==> config.mk <==
export PLATFORM = sky130hd
export DESIGN_NAME = ccdseq_top
export DESIGN_NICKNAME = d
export VERILOG_FILES = /design/src/verilog/ccdseq_pkg.sv /design/src/verilog/ccdseq_stream_if.sv /design/src/verilog/ccdseq_fifo.sv /design/src/verilog/ccdseq_top.sv
export SDC_FILE = /design/constraint.sdc
export NUM_CORES = 1
export LEC_CHECK = 0
export BUFFER_PORTS_ARGS = -buffer_cell sky130_fd_sc_hd__buf_2
export CORE_AREA = 2 2 195 197
export DETAILED_ROUTE_END_ITERATION = 12
export DIE_AREA = 0 0 197 199
export GPL_TIMING_DRIVEN = 0
export PLACE_DENSITY = 0.75
export SYNTH_ARGS = -nofsm -noshare
export SYNTH_HDL_FRONTEND = slang
export SYNTH_HIERARCHICAL = 1
export SYNTH_SLANG_ARGS = --single-unit
==> constraint.sdc <==
create_clock -name clk -period 3.35 [get_ports clk]
set_input_delay 0.5025 -clock clk [delete_from_list [all_inputs] [get_ports clk]]
set_output_delay 0.5025 -clock clk [all_outputs]
set_load 0.01 [all_outputs]
==> src/verilog/ccdseq_pkg.sv <==
// Purpose: shared constants, types and decode functions for the readout-mode sequencer
// Assumes: 25 MHz system clock; sensor array driven as ROWS vertical lines
// Notes:   line counts of the full-area modes derive from ROWS
// Contract
// - progressive scan delivers every line once, non-interlaced, one full frame
// - progressive scan reads all pixels in one simultaneous readout pulse
// - 2/8-line mode reads lines 1 and 6 of each eight, whole area
// - 2/8-line decimated readout delivers array line 1 first
// - 2/4-line mode reads lines 3 and 4 of each four, whole area
// - 2-line addition: read 3,4, shift register two stages, read 1,2 to add
// - center modes 1 and 2 sweep top and bottom, output central 1136 rows
// - center modes 1 and 2 output 568 lines fast rate, 434 slow rate
// - center modes 1 and 2 limit line count for about 30 frames per second
// - center mode 3 progressive, swept, 580 lines fast, 444 slow
// - AF mode 1 sweeps, outputs central 940 rows by 2/8-line readout
// - AF mode 1 outputs 235 lines fast rate, 170 slow rate
package ccdseq_pkg;
    localparam int          CLK_MHZ       = 25;
    localparam int          READOUT_NS    = 4000;
    localparam int          READOUT_CYC   = (READOUT_NS * CLK_MHZ + 999) / 1000;
    localparam int          SHIFT_CYC     = 2;
    localparam logic [10:0] ROWS          = 11'h4d8;
    localparam logic [10:0] LINES_CS_FAST = 11'h238;
    localparam logic [10:0] LINES_CS_SLOW = 11'h1b2;
    localparam logic [10:0] LINES_C3_FAST = 11'h244;
    localparam logic [10:0] LINES_C3_SLOW = 11'h1bc;
    localparam logic [10:0] LINES_AF_FAST = 11'h0eb;
    localparam logic [10:0] LINES_AF_SLOW = 11'h0aa;
    localparam logic [2:0]  GRP_A         = 3'h1;
    localparam logic [2:0]  GRP_B         = 3'h2;
    localparam logic [2:0]  GRP_C         = 3'h4;
    localparam logic [2:0]  GRP_ALL       = 3'h7;

    typedef enum logic [2:0] {
        CCDSEQ_PROG = 3'h0,
        CCDSEQ_D28  = 3'h1,
        CCDSEQ_D24  = 3'h2,
        CCDSEQ_ADD2 = 3'h3,
        CCDSEQ_CS1  = 3'h4,
        CCDSEQ_CS2  = 3'h5,
        CCDSEQ_CS3  = 3'h6,
        CCDSEQ_AF1  = 3'h7
    } ccdseq_mode_e;

    // electrode groups pulsed by the first readout
    function automatic logic [2:0] ccdseq_first_grp(input ccdseq_mode_e m);
        case (m)
            CCDSEQ_D28, CCDSEQ_AF1:                return GRP_A;
            CCDSEQ_D24, CCDSEQ_ADD2,
            CCDSEQ_CS1, CCDSEQ_CS2:                return GRP_C;
            default:                               return GRP_ALL;
        endcase
    endfunction

    function automatic logic ccdseq_adds(input ccdseq_mode_e m);
        return (m == CCDSEQ_ADD2) || (m == CCDSEQ_CS2);
    endfunction

    // array rows consumed per delivered line, as a shift amount
    function automatic logic [1:0] ccdseq_ratio_sh(input ccdseq_mode_e m);
        case (m)
            CCDSEQ_D28, CCDSEQ_AF1: return 2'h2;
            CCDSEQ_PROG, CCDSEQ_CS3: return 2'h0;
            default:                return 2'h1;
        endcase
    endfunction

    function automatic logic [10:0] ccdseq_lines(input ccdseq_mode_e m, input logic fast);
        case (m)
            CCDSEQ_CS1, CCDSEQ_CS2: return fast ? LINES_CS_FAST : LINES_CS_SLOW;
            CCDSEQ_CS3:             return fast ? LINES_C3_FAST : LINES_C3_SLOW;
            CCDSEQ_AF1:             return fast ? LINES_AF_FAST : LINES_AF_SLOW;
            default:                return ROWS >> ccdseq_ratio_sh(m);
        endcase
    endfunction

    // rows swept away above the read region; same count below
    function automatic logic [10:0] ccdseq_sweep(input ccdseq_mode_e m, input logic fast);
        logic [10:0] used;
        used = ccdseq_lines(m, fast) << ccdseq_ratio_sh(m);
        return (ROWS - used) >> 1;
    endfunction
endpackage

==> src/verilog/ccdseq_stream_if.sv <==
// Purpose: valid/ready word stream between sequencer parts
// Assumes: single clock domain
// Notes:   word taken on a clock edge with valid and ready both high
`timescale 1ns/10ps
`default_nettype none
interface ccdseq_stream_if #(parameter int W = 12);
    logic         valid;
    logic         ready;
    logic [W-1:0] data;
    modport src (output valid, output data, input ready);
    modport snk (input valid, input data, output ready);
endinterface
`default_nettype wire

==> src/verilog/ccdseq_fifo.sv <==
// Purpose: pixel buffer between sensor sampling and the output port
// Assumes: single clock, asynchronous active-high reset
// Notes:   full and empty are exact; depth is a power of two
`timescale 1ns/10ps
`default_nettype none
module ccdseq_fifo #(
    parameter int W     = 12,
    parameter int DEPTH = 32
) (
    input  wire logic   clk,
    input  wire logic   rst,
    ccdseq_stream_if.snk wr,
    ccdseq_stream_if.src rd
);
    localparam int AW = $clog2(DEPTH);

    initial begin
        if (DEPTH < 2 || (1 << AW) != DEPTH) begin
            $error("depth must be a power of two, at least 2");
        end
    end

    logic [W-1:0] mem [DEPTH];
    logic [AW:0]  wp_q;
    logic [AW:0]  rp_q;
    logic         full;
    logic         empty;

    assign empty    = (wp_q == rp_q);
    assign full     = (wp_q[AW] != rp_q[AW]) && (wp_q[AW-1:0] == rp_q[AW-1:0]);
    assign wr.ready = !full;
    assign rd.valid = !empty;
    assign rd.data  = mem[rp_q[AW-1:0]];

    always_ff @(posedge clk) begin
        if (wr.valid && !full) begin
            mem[wp_q[AW-1:0]] <= wr.data;
        end
    end

    always_ff @(posedge clk or posedge rst) begin
        if (rst) begin
            wp_q <= '0;
        end else if (wr.valid && !full) begin
            wp_q <= wp_q + 1'b1;
        end
    end

    always_ff @(posedge clk or posedge rst) begin
        if (rst) begin
            rp_q <= '0;
        end else if (rd.ready && !empty) begin
            rp_q <= rp_q + 1'b1;
        end
    end
endmodule // ccdseq_fifo
`default_nettype wire

==> src/verilog/ccdseq_top.sv <==
// Purpose: timing controller that sequences the sensor's readout modes
// Assumes: mode and frame request come from logic on clk; pixel samples arrive from pins
// Notes:   mode is latched at frame start and held until the frame ends
`timescale 1ns/10ps
`default_nettype none
module ccdseq_top #(
    parameter int PIX_W        = 12,
    parameter int PIX_PER_LINE = 64,
    parameter int FIFO_DEPTH   = 32
) (
    input  wire logic                     clk,
    input  wire logic                     rst,
    input  wire ccdseq_pkg::ccdseq_mode_e mode_sel,
    input  wire logic                     rate_fast,
    input  wire logic                     frame_req,
    input  wire logic [PIX_W-1:0]         pix_in,
    input  wire logic                     out_ready,
    output logic                          electrode_group_a,
    output logic                          electrode_group_b,
    output logic                          electrode_group_c,
    output logic                          vshift,
    output logic                          vsweep,
    output logic                          hpix,
    output logic                          line_active,
    output logic                          frame_busy,
    output logic                          frame_done,
    output logic [10:0]                   line_count,
    output logic [PIX_W-1:0]              out_data,
    output logic                          out_valid
);
    import ccdseq_pkg::*;

    initial begin
        if (PIX_PER_LINE < 1 || PIX_PER_LINE > 4095 || FIFO_DEPTH < 2) begin
            $error("unsupported line length or buffer depth");
        end
    end

    typedef enum logic [6:0] {
        ST_IDLE = 7'h01,
        ST_RD1  = 7'h02,
        ST_SHF  = 7'h04,
        ST_RD2  = 7'h08,
        ST_SWT  = 7'h10,
        ST_LINE = 7'h20,
        ST_SWB  = 7'h40
    } ccdseq_state_e;

    ccdseq_state_e    st_q;
    ccdseq_state_e    st_d;
    ccdseq_mode_e     mode_q;
    logic             fast_q;
    logic [11:0]      cnt_q;
    logic [10:0]      row_q;
    logic [1:0]       pend_q;
    logic [PIX_W-1:0] pix_s1_q;
    logic [PIX_W-1:0] pix_s2_q;
    logic [11:0]      pix_cnt_q;
    logic             line_end;
    logic             cnt_end;
    logic             row_end;

    ccdseq_stream_if #(.W(PIX_W)) fin ();
    ccdseq_stream_if #(.W(PIX_W)) fout ();

    ccdseq_fifo #(.W(PIX_W), .DEPTH(FIFO_DEPTH)) u_fifo (
        .clk (clk),
        .rst (rst),
        .wr  (fin.snk),
        .rd  (fout.src)
    );

    assign cnt_end  = (cnt_q == 12'h000);
    assign row_end  = (row_q == 11'h000);
    assign line_end = line_active && (pix_cnt_q == 12'h000) && (pend_q == 2'h0) && !hpix;

    // pixel pins pass two flops before use
    always_ff @(posedge clk or posedge rst) begin
        if (rst) begin
            pix_s1_q <= '0;
            pix_s2_q <= '0;
        end else begin
            pix_s1_q <= pix_in;
            pix_s2_q <= pix_s1_q;
        end
    end

    // sample is pushed when its strobe has crossed the two flops
    assign fin.valid = pend_q[1];
    assign fin.data  = pix_s2_q;

    always_comb begin
        st_d = st_q;
        case (st_q)
            ST_IDLE: if (frame_req) st_d = ST_RD1;
            ST_RD1:  if (cnt_end) st_d = ccdseq_adds(mode_q) ? ST_SHF : ST_SWT;
            ST_SHF:  if (cnt_end) st_d = ST_RD2;
            ST_RD2:  if (cnt_end) st_d = ST_SWT;
            ST_SWT:  if (row_end) st_d = ST_LINE;
            ST_LINE: if (row_end && line_end) st_d = ST_SWB;
            ST_SWB:  if (row_end) st_d = ST_IDLE;
            default: st_d = ST_IDLE;
        endcase
    end

    always_ff @(posedge clk or posedge rst) begin
        if (rst) begin
            st_q <= ST_IDLE;
        end else begin
            st_q <= st_d;
        end
    end

    // mode captured only on frame start
    always_ff @(posedge clk or posedge rst) begin
        if (rst) begin
            mode_q <= CCDSEQ_PROG;
            fast_q <= 1'b0;
        end else if (st_q == ST_IDLE && frame_req) begin
            mode_q <= mode_sel;
            fast_q <= rate_fast;
        end
    end

    // readout pulse width and the two-stage shift timing
    always_ff @(posedge clk or posedge rst) begin
        if (rst) begin
            cnt_q <= '0;
        end else if (st_q == ST_IDLE && frame_req) begin
            cnt_q <= 12'(READOUT_CYC - 1);
        end else if (st_q == ST_RD1 && cnt_end) begin
            cnt_q <= 12'(SHIFT_CYC - 1);
        end else if (st_q == ST_SHF && cnt_end) begin
            cnt_q <= 12'(READOUT_CYC - 1);
        end else if (!cnt_end) begin
            cnt_q <= cnt_q - 1'b1;
        end
    end

    // readout pulses onto electrode groups
    always_ff @(posedge clk or posedge rst) begin
        if (rst) begin
            electrode_group_a <= 1'b0;
            electrode_group_b <= 1'b0;
            electrode_group_c <= 1'b0;
        end else if (st_d == ST_RD1) begin
            electrode_group_a <= ccdseq_first_grp(frame_req && st_q == ST_IDLE
                                                  ? mode_sel : mode_q) == GRP_A ||
                                 ccdseq_first_grp(frame_req && st_q == ST_IDLE
                                                  ? mode_sel : mode_q) == GRP_ALL;
            electrode_group_b <= ccdseq_first_grp(frame_req && st_q == ST_IDLE
                                                  ? mode_sel : mode_q) == GRP_ALL;
            electrode_group_c <= ccdseq_first_grp(frame_req && st_q == ST_IDLE
                                                  ? mode_sel : mode_q) != GRP_A;
        end else if (st_d == ST_RD2) begin
            electrode_group_a <= 1'b1;
            electrode_group_b <= 1'b1;
            electrode_group_c <= 1'b0;
        end else begin
            electrode_group_a <= 1'b0;
            electrode_group_b <= 1'b0;
            electrode_group_c <= 1'b0;
        end
    end

    // row counter: sweep rows, then delivered lines, then sweep rows
    always_ff @(posedge clk or posedge rst) begin
        if (rst) begin
            row_q <= '0;
        end else if (st_q != ST_SWT && st_d == ST_SWT) begin
            row_q <= ccdseq_sweep(mode_q, fast_q);
        end else if (st_q == ST_SWT && row_end) begin
            row_q <= ccdseq_lines(mode_q, fast_q) - 1'b1;
        end else if (st_q == ST_LINE && row_end && line_end) begin
            row_q <= ccdseq_sweep(mode_q, fast_q);
        end else if ((st_q == ST_SWT || st_q == ST_SWB) && !row_end) begin
            row_q <= row_q - 1'b1;
        end else if (st_q == ST_LINE && line_end && !row_end) begin
            row_q <= row_q - 1'b1;
        end
    end

    // one vertical step per swept row and per delivered line
    // shift steps follow st_d so they end before the second readout starts
    always_ff @(posedge clk or posedge rst) begin
        if (rst) begin
            vshift <= 1'b0;
            vsweep <= 1'b0;
        end else begin
            vshift <= (st_d == ST_SHF) ||
                      ((st_q == ST_SWT || st_q == ST_SWB) && !row_end) ||
                      (st_q == ST_LINE && !line_active);
            vsweep <= (st_q == ST_SWT || st_q == ST_SWB) && !row_end;
        end
    end

    // line window opens in the same cycle as its vertical step; line 1 comes out first
    always_ff @(posedge clk or posedge rst) begin
        if (rst) begin
            line_active <= 1'b0;
        end else if (st_q == ST_LINE && !line_active && !line_end) begin
            line_active <= 1'b1;
        end else if (line_end) begin
            line_active <= 1'b0;
        end
    end

    // pixel strobes stall while the buffer cannot take a word
    always_ff @(posedge clk or posedge rst) begin
        if (rst) begin
            hpix      <= 1'b0;
            pend_q    <= 2'h0;
            pix_cnt_q <= 12'(PIX_PER_LINE);
        end else begin
            hpix   <= line_active && (pix_cnt_q != 12'h000) && fin.ready &&
                      !hpix && (pend_q == 2'h0);
            pend_q <= {pend_q[0], hpix};
            if (!line_active) begin
                pix_cnt_q <= 12'(PIX_PER_LINE);
            end else if (hpix) begin
                pix_cnt_q <= pix_cnt_q - 1'b1;
            end
        end
    end

    // delivered line count and frame status
    always_ff @(posedge clk or posedge rst) begin
        if (rst) begin
            line_count <= '0;
            frame_busy <= 1'b0;
            frame_done <= 1'b0;
        end else begin
            frame_busy <= (st_d != ST_IDLE);
            frame_done <= (st_q == ST_SWB) && row_end;
            if (st_q == ST_IDLE && frame_req) begin
                line_count <= '0;
            end else if (st_q == ST_LINE && line_end) begin
                line_count <= line_count + 1'b1;
            end
        end
    end

    // registered output stage
    assign fout.ready = !out_valid || out_ready;

    always_ff @(posedge clk or posedge rst) begin
        if (rst) begin
            out_valid <= 1'b0;
            out_data  <= '0;
        end else if (fout.ready) begin
            out_valid <= fout.valid;
            out_data  <= fout.data;
        end
    end
endmodule // ccdseq_top
`default_nettype wire

==> impl_results.md <==
* Outcome: complete, no violations
* Most used cell, CP: buf_6
* Post-route DRC at 0
* Hold Path Origin: pix_in[10]
* Die width at 197 um
* Largest family of logic cells by synthesized area: multiplexers
* GRT met3 Usage at 4.76%
* Net Sw Frac at between 20% and 30%
* Hold path cells at 1
* Type of origin of the critical path: flip-flop
* Period minus WS final at 3.07 ns
* Power share of the combinational group at 6.5%
* Clk_lat worst skew at 0.57 ns
* Mean number of vias per cell at 6.21
* Period utilization at 91.5%
* Initial core utilization at 55.4%
* Share of cells above drive strength 1 at 19.5%
* Final setup fails at 0
* Detailed Routing Iterations Pass 1 at 5
* Clock Path Buffers at 3
* Setup crit end: u_fifo/mem[21][7]
* Number of synthesized register bits at about 500
* TritonCTS Buffers at 49
* DRT iter0 DRCs at 1309
* R2r setup slk at 0.28 ns
* Seq/Total Area, Yosys at 70.3%
* Synth cell types at 73
* Grt met2 use at 38.7%
* Yosys warns at 6
* PD cells at 580 mW/mm2
* Leakage at approximately 8 nW
* First-pass GRT wire length at 70100 um
* Worst Skew at 0.0251 ns
* Routed WL per cell at 24.2 um
* Die height at about 200 um
* Sw Pwr at 3.00 mW
* Post-synthesis mux area share at 11.0%
* Worst Hold Class: in2reg
* RSZ-0062 raised after global routing: false
* Global routing usage on met1 at 33.4%
* Simple-gate share of the synthesized area at 7.07%
* Overall power at 13.4 mW
* Worst Setup End Kind: flip-flop
* CP cell instances: buf_6 > buf_6 > xor2_1 > o41a_1 > buf_4 > nand2_2 > nor2_1
* Top Usage Layer GRT: met2
* WP data arrival at 3.24 ns
* Ys async rst share at 23.4%
* Core area at 0.0371 mm2
* Min Hold Slack at 0.0369 ns
* Setup Fix Bufs, Post-CTS at 0
* Worst slew margin at 12.3%
* Fill count at 2679
* CP delay by family, top: simple AND/OR/NAND/NOR gates
* Cells after Synth at 1267
* Via count at between 10000 and 15000
* Die Area at 0.0392 mm2
* Critical path origin: u_fifo/rp_q[1]
* Compound-cell area share of the yosys netlist at 6.42%
* Worst path depth at 7
* Worst reg2reg path startpoint: u_fifo/rp_q[1]
* Worst VDD drop at 439 uV
* Cell Area, Synth at roughly 0.021 mm2
* Post-DP HPWL at 28700 um
* GRT Total Usage at 24.1%
* Row count at 71
* Adder-cell share of the synthesized area at less than 1%
* MaxCap Viol Count at 0
* Fmax at 0.326 GHz
* Post-Synth XOR/XNOR Area at under 10%
* Post-route ant nets at 0
* Max stage delay on crit path at around 1.0 ns
* Final Hold Viols at 0
* Crit path max-delay cell type: nor2_1
* Worst reg2reg path depth at 7
* Reg-to-Reg End: u_fifo/mem[21][7]
* Nets at roughly 1400
* Max-slew violation count at 0
* WS Path Type: reg2reg
* Worst-Margin Slew at around 1.3 ns
* Clock network power share at 41.3%
* CTS tree: built
* Avg Cell Area, Syn at 16.2 um2
* Bufs and invs on worst path at 3
* Clk slew on worst S/H paths at 0.07 ns
* Post-synth EDFFs at 384
* Critical path required time at 3.53 ns
* Vias in the first global route at 11700
* Top_reg_cell synth: edfxtp_1
* CP max FO at 12
* Routed WL at 45800 um
* IO Count at 53
* GP Congestion at 0.868
* Largest net degree at the start of global routing at 67
* Area added between synthesis and finish at 12.3%
* Root buf cell: clkbuf_16
* Initial antenna violation count at 0
* CTS Sinks at 501
* H-tree depth at 2
* Seq pwr share at 52.2%
* Total gr overflow at 0
* Port Buf Inserts at 52
* Internal power at 10.4 mW
* Diodes inserted at 0
## cells by family after synthesis
logic type | after synthesis
other | 1
buffers and inverters | 90
xor gates and xnor gates | 56
adders and majority gates | 12
AOI/OAI and AO/OA | 182
muxes | 135
DFF | 501
and+or+nand+nor | 290
## registers in the layout, summed over array words and instances, names as in the netlist, 2 cells and up
register     cells
cnt_q           12
pix_s1_q        12
u_fifo/rp_q      6
st_q             7
line_count      11
row_q           11
u_fifo/mem     384
fin.data        12
pix_cnt_q       12
pend_q           2
mode_q           3
u_fifo/wp_q      6
out_data        12
## area by class of cell
class                           instances  area [um2]  area share [%]
Clock buffer                           75        1440            6.25
Buffer                                 71         345            1.50
Inverter                               19        73.8           0.320
Tap cell                              474         593            2.57
Clock inverter                         16         190           0.823
Timing Repair Buffer                   54         298            1.29
Sequential cell                       501       14500            62.6
Multi-Input combinational cell        677        5690            24.6
## Yosys cell counts (all sizes together) (25+ instances only)
cell / n / area [um2]
nand2: 62 / 248
nor3: 26 / 141
mux2i: 50 / 500
xor2: 31 / 272
xnor2: 25 / 219
clkbuf: 37 / 139
mux4: 72 / 1620
edfxtp: 384 / 11500
nor2: 96 / 368
dfrtp: 115 / 2880
a21oi: 51 / 255
o21ai: 31 / 155
buf: 34 / 206
## per-layer routing
layer / share of wire (%) / wire length, um
met1: 41 / 18600
met2: 49 / 22300
met3: 7.7 / 3500
met4: 3.1 / 1410
met5: 0 / 0
## what timing repair did
action,4_1_cts,5_1_grt
endpoints found under the hold margin,12,0
endpoints found under the setup margin,0,1
gates resized for setup,0,1
hold buffers,1,0
## worst register-to-register path, cell delays in order (launching register included)
cell	delay, ns
dfrtp_1	0.37
buf_6	0.15
buf_6	0.20
xor2_1	0.33
o41a_1	0.18
buf_4	0.18
nand2_2	0.23
nor2_1	1.04
## layout by cell type (no fill, tap or decap), types with 7 or more instances in the layout
cell,instances
edfxtp_1,384
dfrtp_1,115
nor2_1,95
buf_2,73
mux4_2,72
nand2_1,58
clkbuf_1,51
a21oi_1,51
mux2i_1,50
clkbuf_16,49
o21ai_0,31
xor2_1,31
nor3_1,25
xnor2_1,25
nand3_1,17
inv_1,17
a22oi_1,15
o22ai_1,14
o221ai_1,13
mux2_2,13
nor2b_1,12
nand4_1,12
ha_1,12
clkbuf_8,12
a22o_1,12
and3_1,11
nor4_1,10
clkinv_2,9
a2111oi_2,9
nand2b_1,7
nand3b_1,7
## metrics by stage
| stage | instances | area [um2] | utilization, % | setup TNS, ns | setup slack (ns) |
|---|---|---|---|---|---|
| floorplan | 1268 | 20600 | - | 0 | 0.0903 |
| global placement | 1794 | 21400 | 57.7 | -141.04 | -1.38 |
| detailed placement | 1795 | 21500 | 57.8 | 0 | 0.273 |
| CTS | 1887 | 23100 | 62.2 | 0 | 0.222 |
| global route | 1887 | 23100 | 62.2 | 0 | 0.0553 |
| finish | 1887 | 23100 | 62.2 | 0 | 0.283 |
## how the worst min path moves through the flow
| stage | to |
|---|---|
| 6_report | pix_s1_q[10] |
| 5_1_grt | pix_s1_q[10] |
| 4_1_cts | pix_s1_q[10] |
| 3_5_place_dp | fin.data[2] |
| 3_3_place_gp | fin.data[2] |
| 2_1_floorplan | fin.data[0] |
## power by group through the flow
stage / combinational, mW / sequential (mW) / clock (mW)
global placement: 0.839 / 7.11 / 0
global route: 0.989 / 7.01 / 5.88
CTS: 0.865 / 6.99 / 5.62
finish: 0.876 / 6.99 / 5.53
detailed placement: 0.860 / 7.12 / 0
floorplan: 0.630 / 7.05 / 0
(Power assumes the default switching activity.)
